[src/design/lscp_cfg.svh]
// constants of the lcd serial command port controller
`ifndef LSCP_CFG_SVH
`define LSCP_CFG_SVH

// mode identifiers, sent high bit first
`define LSCP_ID_W          3
`define LSCP_ID_CMD        3'h4
`define LSCP_ID_WRITE      3'h5
`define LSCP_ID_READ       3'h6

// frame field widths
`define LSCP_ADDR_W        6
`define LSCP_DATA_W        4
`define LSCP_CMD_W         9
`define LSCP_SHIFT_W       13

// nine-bit command codes, don't-care bits sent as zero
`define LSCP_SYSTEM_DISABLE_CMD    9'h000
`define LSCP_SYSTEM_ENABLE_CMD     9'h002
`define LSCP_DISPLAY_OFF_CMD       9'h004
`define LSCP_DISPLAY_ON_CMD        9'h006
`define LSCP_TIMEBASE_DISABLE_CMD  9'h008
`define LSCP_WATCHDOG_DISABLE_CMD  9'h00a
`define LSCP_TIMEBASE_ENABLE_CMD   9'h00c
`define LSCP_WATCHDOG_ENABLE_CMD   9'h00e
`define LSCP_TONE_OFF_CMD          9'h010
`define LSCP_TIMEBASE_CLEAR_CMD    9'h01a
`define LSCP_WATCHDOG_CLEAR_CMD    9'h01c
`define LSCP_BIAS_COM_CMD          9'h040
`define LSCP_BIAS_AB_LSB           3
`define LSCP_BIAS_C_BIT            1

// one strobe phase; covers read pulse width, cs pulse and hold times
`define LSCP_CLK_MHZ       100
`define LSCP_T_PHASE_NS    7000
`define LSCP_PHASE_CYC     ((`LSCP_T_PHASE_NS * `LSCP_CLK_MHZ + 999) / 1000)

`endif

[src/design/lscp_pkg.sv]
// types of the lcd serial command port controller
`include "lscp_cfg.svh"

package lscp_pkg;

  typedef enum logic [1:0]
  {
    LSCP_OP_CMD    = 2'h0,
    LSCP_OP_WRITE  = 2'h1,
    LSCP_OP_READ   = 2'h2,
    LSCP_OP_UPDATE = 2'h3
  } lscp_op_t;

  // gray along setup, write low/high, read low/high
  typedef enum logic [2:0]
  {
    LSCP_ST_IDLE  = 3'h0,
    LSCP_ST_SETUP = 3'h1,
    LSCP_ST_WLO   = 3'h3,
    LSCP_ST_WHI   = 3'h2,
    LSCP_ST_RLO   = 3'h6,
    LSCP_ST_RHI   = 3'h7,
    LSCP_ST_DESEL = 3'h5
  } lscp_state_t;

  typedef struct packed
  {
    lscp_state_t                 st;
    lscp_op_t                    op;
    logic [`LSCP_SHIFT_W-1:0]    sr;
    logic [3:0]                  nbits;
    logic [1:0]                  rcnt;
    logic [`LSCP_DATA_W-1:0]     rdata;
    logic [`LSCP_DATA_W-1:0]     wdata;
    logic                        wb_done;
    logic                        chain_req;
    logic                        chained;
    logic                        pending;
    logic                        sync1;
    logic                        sync2;
    logic                        cs_n;
    logic                        wr_n;
    logic                        rd_n;
    logic                        dout;
    logic                        oe_n;
    logic                        ready;
    logic                        done;
  } lscp_reg_t;

endpackage : lscp_pkg

[src/design/lscp_tick_if.sv]
// phase tick carrier between controller and its divider
`timescale 1ns/100ps
`default_nettype none

interface lscp_tick_if;
  logic clr;
  logic tick;
  modport gen  (input clr, output tick);
  modport user (output clr, input tick);
endinterface : lscp_tick_if

`default_nettype wire

[src/design/lscp_tick_gen.sv]
// divider giving one-cycle phase enable pulses
`timescale 1ns/100ps
`default_nettype none

module lscp_tick_gen #(
  parameter int unsigned PHASE_CYC = 700
) (
  input  wire logic     i_clk_sys,
  input  wire logic     i_rst_n,
  lscp_tick_if.gen      tick_if
);
  import lscp_pkg::*;

  typedef struct packed
  {
    logic [15:0] cnt;
    logic        tick;
  } lscp_div_t;

  lscp_div_t q;
  lscp_div_t d;

  always_comb
  begin
    d      = q;
    d.tick = 1'b0;
    // restart on clear; the take cycle counts, so the first phase is exactly full length
    if (tick_if.clr)
    begin
      d.cnt = 16'h0001;
    end
    else if (q.cnt >= 16'(PHASE_CYC - 1))
    begin
      d.cnt  = 16'h0000;
      d.tick = 1'b1;
    end
    else
    begin
      d.cnt = q.cnt + 16'h0001;
    end
  end

  always_ff @(posedge i_clk_sys or negedge i_rst_n)
  begin
    if (!i_rst_n)
    begin
      q <= '0;
    end
    else
    begin
      q <= d;
    end
  end

  assign tick_if.tick = q.tick;

endmodule : lscp_tick_gen

`default_nettype wire

[src/design/lscp_host.sv]
// host controller driving the lcd serial command port
// How it works
// - command frames open with identifier 100
// - read frames use 110, write and update frames use 101
// - chained commands keep select low and drop the identifier
// - select high resets the port; new identifier after select falls
// - a select high pulse precedes every new identifier or mode change
// - one two-way data line carries both directions
// - read bits are sampled after read strobe rises, before it falls
// - read frame: six address bits high first, then D0 to D3 back
// - write frame: six address bits high first, then D0 to D3
// - update frame: address, nibble read back, new nibble written
`timescale 1ns/100ps
`default_nettype none
`include "lscp_cfg.svh"

module lscp_host #(
  parameter int unsigned PHASE_CYC = `LSCP_PHASE_CYC
) (
  input  wire logic                      i_clk_sys,
  input  wire logic                      i_rst_n,
  input  wire logic                      i_req_valid,
  input  wire lscp_pkg::lscp_op_t        i_req_op,
  input  wire logic [`LSCP_ADDR_W-1:0]   i_req_addr,
  input  wire logic [`LSCP_DATA_W-1:0]   i_req_data,
  input  wire logic [`LSCP_CMD_W-1:0]    i_req_cmd,
  input  wire logic                      i_req_chain,
  output var  logic                      o_req_ready,
  output var  logic                      o_rsp_valid,
  output var  logic [`LSCP_DATA_W-1:0]   o_rsp_data,
  output var  logic                      o_cs_n,
  output var  logic                      o_wr_n,
  output var  logic                      o_rd_n,
  output var  logic                      o_data_out,
  output var  logic                      o_data_oe_n,
  input  wire logic                      i_data_in
);
  import lscp_pkg::*;

  lscp_reg_t   q;
  lscp_reg_t   d;
  lscp_tick_if tick_if ();
  logic        take;

  lscp_tick_gen #(
    .PHASE_CYC (PHASE_CYC)
  ) u_tick (
    .i_clk_sys (i_clk_sys),
    .i_rst_n   (i_rst_n),
    .tick_if   (tick_if)
  );

  assign take        = i_req_valid & q.ready;
  assign tick_if.clr = take;

  // data bits go out D0 first
  function automatic logic [3:0] lscp_rev4(input logic [3:0] v);
    lscp_rev4 = {v[0], v[1], v[2], v[3]};
  endfunction : lscp_rev4

  always_comb
  begin
    d       = q;
    d.done  = 1'b0;
    d.sync1 = i_data_in;
    d.sync2 = q.sync1;
    case (q.st)
      LSCP_ST_IDLE:
      begin
        if (take)
        begin
          d.ready     = 1'b0;
          d.op        = i_req_op;
          d.chain_req = i_req_chain;
          d.wdata     = i_req_data;
          d.wb_done   = 1'b0;
          d.rcnt      = 2'h0;
          d.rdata     = '0;
          d.nbits     = 4'h9;
          case (i_req_op)
            LSCP_OP_CMD:    d.sr = {`LSCP_ID_CMD, i_req_cmd, 1'b0};
            LSCP_OP_WRITE:  d.sr = {`LSCP_ID_WRITE, i_req_addr, lscp_rev4(i_req_data)};
            LSCP_OP_READ:   d.sr = {`LSCP_ID_READ, i_req_addr, 4'h0};
            default:        d.sr = {`LSCP_ID_WRITE, i_req_addr, 4'h0};
          endcase
          if (i_req_op == LSCP_OP_CMD)
          begin
            d.nbits = 4'hc;
          end
          else if (i_req_op == LSCP_OP_WRITE)
          begin
            d.nbits = 4'hd;
          end
          if (q.chained && i_req_op == LSCP_OP_CMD)
          begin
            // still selected: identifier omitted, first bit goes out now
            d.sr    = {i_req_cmd, 4'h0};
            d.nbits = 4'h9;
            d.wr_n  = 1'b0;
            d.oe_n  = 1'b0;
            d.dout  = i_req_cmd[`LSCP_CMD_W-1];
            d.st    = LSCP_ST_WLO;
          end
          else if (q.chained)
          begin
            // leaving a command chain for a data mode needs a fresh select pulse
            d.cs_n    = 1'b1;
            d.pending = 1'b1;
            d.chained = 1'b0;
            d.st      = LSCP_ST_DESEL;
          end
          else
          begin
            d.cs_n = 1'b0;
            d.st   = LSCP_ST_SETUP;
          end
        end
      end
      LSCP_ST_SETUP:
      begin
        if (tick_if.tick)
        begin
          d.wr_n = 1'b0;
          d.oe_n = 1'b0;
          d.dout = q.sr[`LSCP_SHIFT_W-1];
          d.st   = LSCP_ST_WLO;
        end
      end
      LSCP_ST_WLO:
      begin
        if (tick_if.tick)
        begin
          // rising edge with data held steady through the high phase
          d.wr_n = 1'b1;
          d.st   = LSCP_ST_WHI;
        end
      end
      LSCP_ST_WHI:
      begin
        if (tick_if.tick)
        begin
          d.sr    = {q.sr[`LSCP_SHIFT_W-2:0], 1'b0};
          d.nbits = q.nbits - 4'h1;
          if (q.nbits != 4'h1)
          begin
            d.wr_n = 1'b0;
            d.dout = q.sr[`LSCP_SHIFT_W-2];
            d.st   = LSCP_ST_WLO;
          end
          else if (q.op == LSCP_OP_READ || (q.op == LSCP_OP_UPDATE && !q.wb_done))
          begin
            // let go of the line on the same edge that the read strobe falls and the device starts driving it
            d.oe_n = 1'b1;
            d.rd_n = 1'b0;
            d.st   = LSCP_ST_RLO;
          end
          else if (q.op == LSCP_OP_CMD && q.chain_req)
          begin
            d.oe_n    = 1'b1;
            d.chained = 1'b1;
            d.ready   = 1'b1;
            d.done    = 1'b1;
            d.st      = LSCP_ST_IDLE;
          end
          else
          begin
            d.oe_n    = 1'b1;
            d.cs_n    = 1'b1;
            d.chained = 1'b0;
            d.done    = 1'b1;
            d.st      = LSCP_ST_DESEL;
          end
        end
      end
      LSCP_ST_RLO:
      begin
        if (tick_if.tick)
        begin
          d.rd_n = 1'b1;
          d.st   = LSCP_ST_RHI;
        end
      end
      LSCP_ST_RHI:
      begin
        if (tick_if.tick)
        begin
          // sampled a whole phase after the rise, just before the next fall
          d.rdata[q.rcnt] = q.sync2;
          d.rcnt          = q.rcnt + 2'h1;
          if (q.rcnt != 2'h3)
          begin
            d.rd_n = 1'b0;
            d.st   = LSCP_ST_RLO;
          end
          else if (q.op == LSCP_OP_UPDATE)
          begin
            // same address, new nibble follows the one read back
            d.sr      = {lscp_rev4(q.wdata), 9'h000};
            d.nbits   = 4'h4;
            d.wb_done = 1'b1;
            d.oe_n    = 1'b0;
            d.wr_n    = 1'b0;
            d.dout    = q.wdata[0];
            d.st      = LSCP_ST_WLO;
          end
          else
          begin
            d.cs_n = 1'b1;
            d.done = 1'b1;
            d.st   = LSCP_ST_DESEL;
          end
        end
      end
      LSCP_ST_DESEL:
      begin
        // select stays high a full phase, well above the reset pulse minimum
        if (tick_if.tick)
        begin
          if (q.pending)
          begin
            d.pending = 1'b0;
            d.cs_n    = 1'b0;
            d.st      = LSCP_ST_SETUP;
          end
          else
          begin
            d.ready = 1'b1;
            d.st    = LSCP_ST_IDLE;
          end
        end
      end
      default:
      begin
        d.st = LSCP_ST_IDLE;
      end
    endcase
  end

  always_ff @(posedge i_clk_sys or negedge i_rst_n)
  begin
    if (!i_rst_n)
    begin
      q       <= '0;
      q.st    <= LSCP_ST_IDLE;
      q.cs_n  <= 1'b1;
      q.wr_n  <= 1'b1;
      q.rd_n  <= 1'b1;
      q.oe_n  <= 1'b1;
      q.ready <= 1'b1;
    end
    else
    begin
      q <= d;
    end
  end

  assign o_req_ready = q.ready;
  assign o_rsp_valid = q.done;
  assign o_rsp_data  = q.rdata;
  assign o_cs_n      = q.cs_n;
  assign o_wr_n      = q.wr_n;
  assign o_rd_n      = q.rd_n;
  assign o_data_out  = q.dout;
  assign o_data_oe_n = q.oe_n;

endmodule : lscp_host

`default_nettype wire

[config.mk]
export PLATFORM = sky130hd
export DESIGN_NAME = lscp_host
export DESIGN_NICKNAME = d
export VERILOG_FILES = /design/src/design/lscp_pkg.sv /design/src/design/lscp_tick_if.sv /design/src/design/lscp_tick_gen.sv /design/src/design/lscp_host.sv
export VERILOG_INCLUDE_DIRS = /design/src /design/src/design
export SDC_FILE = /design/constraint.sdc
export NUM_CORES = 1
export LEC_CHECK = 0
export BUFFER_PORTS_ARGS = -buffer_cell sky130_fd_sc_hd__buf_2
export CORE_MARGIN = 10
export CORE_UTILIZATION = 25
export CTS_BUF_LIST = sky130_fd_sc_hd__clkbuf_16
export DETAILED_ROUTE_END_ITERATION = 7
export GPL_TIMING_DRIVEN = 1
export MAX_ROUTING_LAYER = met4
export PLACE_DENSITY_LB_ADDON = 0.15
export SLEW_MARGIN = 20
export SYNTH_ARGS = -nofsm -noshare
export SYNTH_HDL_FRONTEND = slang
export SYNTH_SLANG_ARGS = --single-unit
[constraint.sdc]
create_clock -name i_clk_sys -period 2.7 [get_ports i_clk_sys]
set_clock_uncertainty 0.15 [all_clocks]
set_input_delay 0.405 -clock i_clk_sys [delete_from_list [all_inputs] [get_ports i_clk_sys]]
set_output_delay 0.405 -clock i_clk_sys [all_outputs]
set_load 0.02 [all_outputs]
### After elaboration in Yosys (flattened, before gate mapping)

Index checks and enable logic that the tools add are counted.

| word-level totals | value |
|---|---|
| output and inout bits | 11 |
| register bits | 62 |
| input bits | 26 |
| logic and storage cells | 179 |

| cells by class | value |
|---|---|
| bitwise gates (word level) | 1 |
| order comparisons | 3 |
| $add $sub $neg | 3 |
| equal/unequal tests | 34 |
| reductions and logical operators | 31 |
| muxes and demuxes | 85 |

Operators by type and width:

| cell | count |
|---|---|
| $mux 17 | 4 |
| $mux 3 | 17 |
| $pmux 17 s3 | 1 |
| $mux 36 | 1 |
| $pmux 12 s3 | 1 |
| $mux 1 | 35 |
| $ne 2x2->1 const B | 17 |
| $mux 16 | 2 |
| $mux 23 | 1 |
| $pmux 3 s7 | 1 |
| $reduce_and 9->1 | 2 |
| $add 16x1->16 const B | 1 |
| $ge 16x10->1 const B | 1 |
| $mux 2 | 8 |
| $reduce_and 7->1 | 2 |
| $ne 2x1->1 const B | 6 |
| $pmux 6 s2 | 1 |
| $reduce_and 12->1 | 1 |
| $reduce_and 6->1 | 2 |
| $reduce_and 10->1 | 1 |
| $reduce_and 5->1 | 2 |
| $eq 3x3->1 const B | 3 |
| $reduce_bool 3->1 | 3 |
| $pmux 1 s2 | 4 |
| 29 further kinds | 40 |

### Longest topological paths before layout

| logic depth | value |
|---|---|
| depth in word-level cells | 7 |
| depth in mapped cells | 9 |

### By module

Synthesis repeated with hierarchy kept, for this count alone.

| second synthesis, totals | value |
|---|---|
| cells, all modules | 382 |
| area, all modules | 3420.8 um^2 |

By module, submodules not included:

| module | instances | cells each | area an instance (um^2) |
|---|---|---|---|
| lscp_host | 1 | 321 | 2701.3 |
| lscp_tick_gen | 1 | 61 | 719.4 |

### Least setup slack after synthesis

OpenSTA, ideal clock, no wires.

| timing path | value |
|---|---|
| kind | register to register |
| start point | register q[24] (netlist name) |
| end point | register q (netlist bit o_cs_n) |
| period minus slack after synthesis | 2.072 ns |
| stages on the path, launching flop included | 8 |
| path slack | 0.628 ns |
| arrival | 1.847 ns |
| cells stage by stage | dfrtp_1 inv_1 ha_1 or3b_4 o32ai_2 o22ai_1 nor4_2 mux2i_1 |

| between the ends | value |
|---|---|
| word-level cells in the longest chain between the ends | 3 |

Ends and longest elaborated chain:

| item | line | RTL |
|---|---|---|
| from (decl) | lscp_host.sv:40 | `lscp_reg_t q;` |
| $ne 4x1->1 | lscp_host.sv:144 | `if (q.nbits != 4'h1)` |
| $ne 2x2->1 (no source line) | n/a |  |
| $reduce_and 12->1 (no source line) | n/a |  |

No other way between the ends.
A chain may end at the register's enable or synchronous reset.

### Final worst setup path

| timing path | value |
|---|---|
| start point | register q[24] (netlist name) |
| end point | register q[43] (netlist name) |

| between the ends | value |
|---|---|
| word-level cells in the longest chain between the ends | 4 |

Ends and longest elaborated chain:

| item | line | RTL |
|---|---|---|
| $ne 4x1->1 | lscp_host.sv:144 |  |
| $mux 3 | lscp_host.sv:144 |  |
| $mux 3 | lscp_host.sv:140 | `if (tick_if.tick)` |
| $pmux 3 s7 | lscp_host.sv:67 | `case (q.st)` |

No other way between the ends. The select of a mux whose other input is x is not followed.

==> metrics <==
status=finished clean; Worst Reg2Reg Path Length in Cells=6; drt total wl=9549 µm; core area=0.01335 mm²; final setup fails=0; flop-to-flop setup slack=0.42 ns; Setup Crit Path Kind=flop to flop; Setup crit start kind=flop; Tmin final=2.277 ns; RR Endpoint=q[43]; TritonCTS buffer count=9; Setup crit end kind=flop; H-Tree Level Count=3; routed len/inst=16.08 µm; end of the worst hold path=d[7]; area of the multi-input gates=0.001708 mm²; Post-Synthesis Cell Area=0.003431 mm²; hold wc startpoint=i_data_in; vias in the first global route=3002; CTS max path bufs=2; Tcrit/Tclk final=84.34%; vias per cell=4.776; gpl congestion=0.8396; fillers=1446; Yosys top cell by area=dfrtp_1; All-Layer GR Usage=11.15%; Final ANT Viol Nets=0; io pins=37; CP Max Fanout=5; worst r2r src=q[24]; Most Crowded Layer GR=met2; Net count, final=448; Placed Area=0.003885 mm²; Area contributors post-synth=dfrtp_1 42%, nand2_1 4.6%, a21oi_1 4.1%, dfstp_2 3.8%, ha_1 3.3%; Clk pin slew, worst setup/hold paths=0.06 ns; Final Hold Vio Count=0; Initial DRC Count=143; HPWL after DPL=7101 µm; Worst Path Arrival=2.34 ns; met2 layer usage reported by global route=16.34%; share of layout cells above drive strength 1=22.97%; die area=0.01881 mm²; met3 global-route usage=3.006%; pin count of the biggest net entering global routing=63; FMAX=0.4391 GHz; first-pass GRT wire length=15940 µm; initial core utilization=25.70%; PD cells=1068 mW/mm²; # clock sinks=62; Rel. slew slack=56.83%; I/O Buffers=36; Via Count=2837; Root Driver=clkbuf_16; Final Util=31.72%; CTS tree=yes; antenna violations before repair=0; Synth cell types=62; max_cap viols=0; hold path cells=1; Yosys warning total=0; Final Cell Area=0.004234 mm²; Post-synth EDFFs=0; GRT overflow=0; met1 GRT Util=14.36%; Pre-antenna DRT Iters=4; Min Hold Slack=0.02526 ns; n_diodes=0; top_reg_cell synth=dfrtp_1; Final Max Tran Viols=0; Yosys top cell area share=41.58%; Chip Width=137.1 µm; syn_area_per_cell=9.425 µm²; Slew @ Worst Pin=0.6462 ns; post-cts sizing count=0; Seq. cell area=0.001558 mm²; area delta synth->final=23.41%; Req. time, crit path=2.76 ns; Pleak=1.832 nW; num rows=42; maximum vdd drop=0.0003515 V; clock insertion delay at the later pin of the skew report=0.34 ns; Residual DRC=0; TNS Setup=0 ns; Chip Height=137.1 µm; Seq/Total Area, Yosys=45.40%; Hold Crit Class=input port to flop; unrepaired setup endpoints after global routing=false; Synth async-reset ratio=100.0%; Synth Register Bits=62; cell count after synthesis=364
-- power by group --
group	internal [W]	switching, W	total (W)
Clock	0.000895	0.000427	0.00132
Sequential	0.00120	0.000218	0.00142
Combinational	0.000703	0.00107	0.00178
Total	0.00280	0.00172	0.00452
-- layout by cell type (no fill, tap or decap), types with 4 or more instances in the layout --
cell,netlist,final
mux2_1,5,5
buf_2,14,36
clkbuf_16,0,9
nand3_1,13,13
dfstp_2,5,5
conb_1,1,6
nor2_1,30,30
buf_4,6,20
xor2_1,6,6
a31oi_1,4,4
nand2_1,42,42
o21ai_1,15,15
mux2_2,6,6
o21ai_0,20,20
mux2i_1,10,10
a22oi_1,4,4
a211oi_1,6,6
a21oi_1,28,28
and3_1,4,4
ha_1,9,9
inv_1,12,13
xnor2_1,4,4
dfrtp_1,57,57
o22ai_1,5,5
-- stage by stage --
stage | cells | power, W | setup WS [ns]
finish | 594 | 0.004521 | 0.4228
global route | 594 | 0.004838 | 0.3041
CTS | 594 | 0.004583 | 0.4298
detailed placement | 577 | 0.003228 | 0.4423
global placement | 577 | 0.003235 | 0.2746
floorplan | 369 | 0.002654 | 0.6275
-- worst max path at each step --
stage	slack [ns]	cells after the start	to	start
finish	0.42	6	q[43]	q[24]
global route	0.30	6	q[43]	q[24]
CTS	0.43	6	o_data_out	q[43]
detailed placement	0.44	6	q[43]	q[24]
global placement	0.27	6	q[43]	q[24]
floorplan	0.63	7	o_cs_n	q[24]
-- cells in the mapped netlist (9+ instances only) --
cell / n
o21ai_1: 15
nor2_1: 30
inv_1: 12
buf_2: 14
a21oi_1: 28
dfrtp_1: 57
nand3_1: 13
nand2_1: 42
ha_1: 9
mux2i_1: 10
o21ai_0: 20
-- repair_timing --
| item | 4_1_cts | 5_1_grt |
|---|---|---|
| hold buffers | 1 | 0 |
| endpoints found under the hold margin | 57 | 0 |
| buffers inserted | 0 | 0 |
-- critical path: stages, from the launching register on --
cell,delay (ns)
dfrtp_1,0.39
inv_1,0.10
ha_1,0.16
or3b_4,0.42
o311a_1,0.30
a2111oi_0,0.53
o21bai_1,0.11
-- flip-flops by register name, summed over array words and instances, names as in the netlist --
signal               count
o_cs_n                   1
q                       33
o_data_oe_n              1
o_rsp_valid              1
o_rd_n                   1
o_wr_n                   1
o_req_ready              1
d                        1
o_data_out               1
u_tick.tick_if.tick      1
o_rsp_data               4
u_tick.q                16
-- final cells by class --
class / count / area share, %
inverter: 13 / 1.152
tap: 176 / 5.201
timing repair buffer: 58 / 8.511
sequential: 62 / 36.79
clock buffer: 9 / 5.319
multi-input combinational: 269 / 40.34
clock inverter: 7 / 2.689
-- metal layers --
layer	wire, µm	vias up	part of all wire (%)
met5	0	-	0
met4	133	0	1.4
met3	376	10	3.9
met2	4305	55	45
met1	4733	1372	50
li1	-	1400	-
-- cells by family after synthesis --
group	count (synthesis)	share of synthesized area, %
XOR/XNOR	10	2.553
other	1	0.1093
flip-flops	62	45.40
AO/OA/AOI/OAI	110	20.79
adder cells (fa/ha/maj)	9	3.282
buffers and inverters	38	5.361
AND/OR/NAND/NOR	113	15.97
multiplexers	21	6.528
No activity file was read; power rests on OpenSTA's default activity.
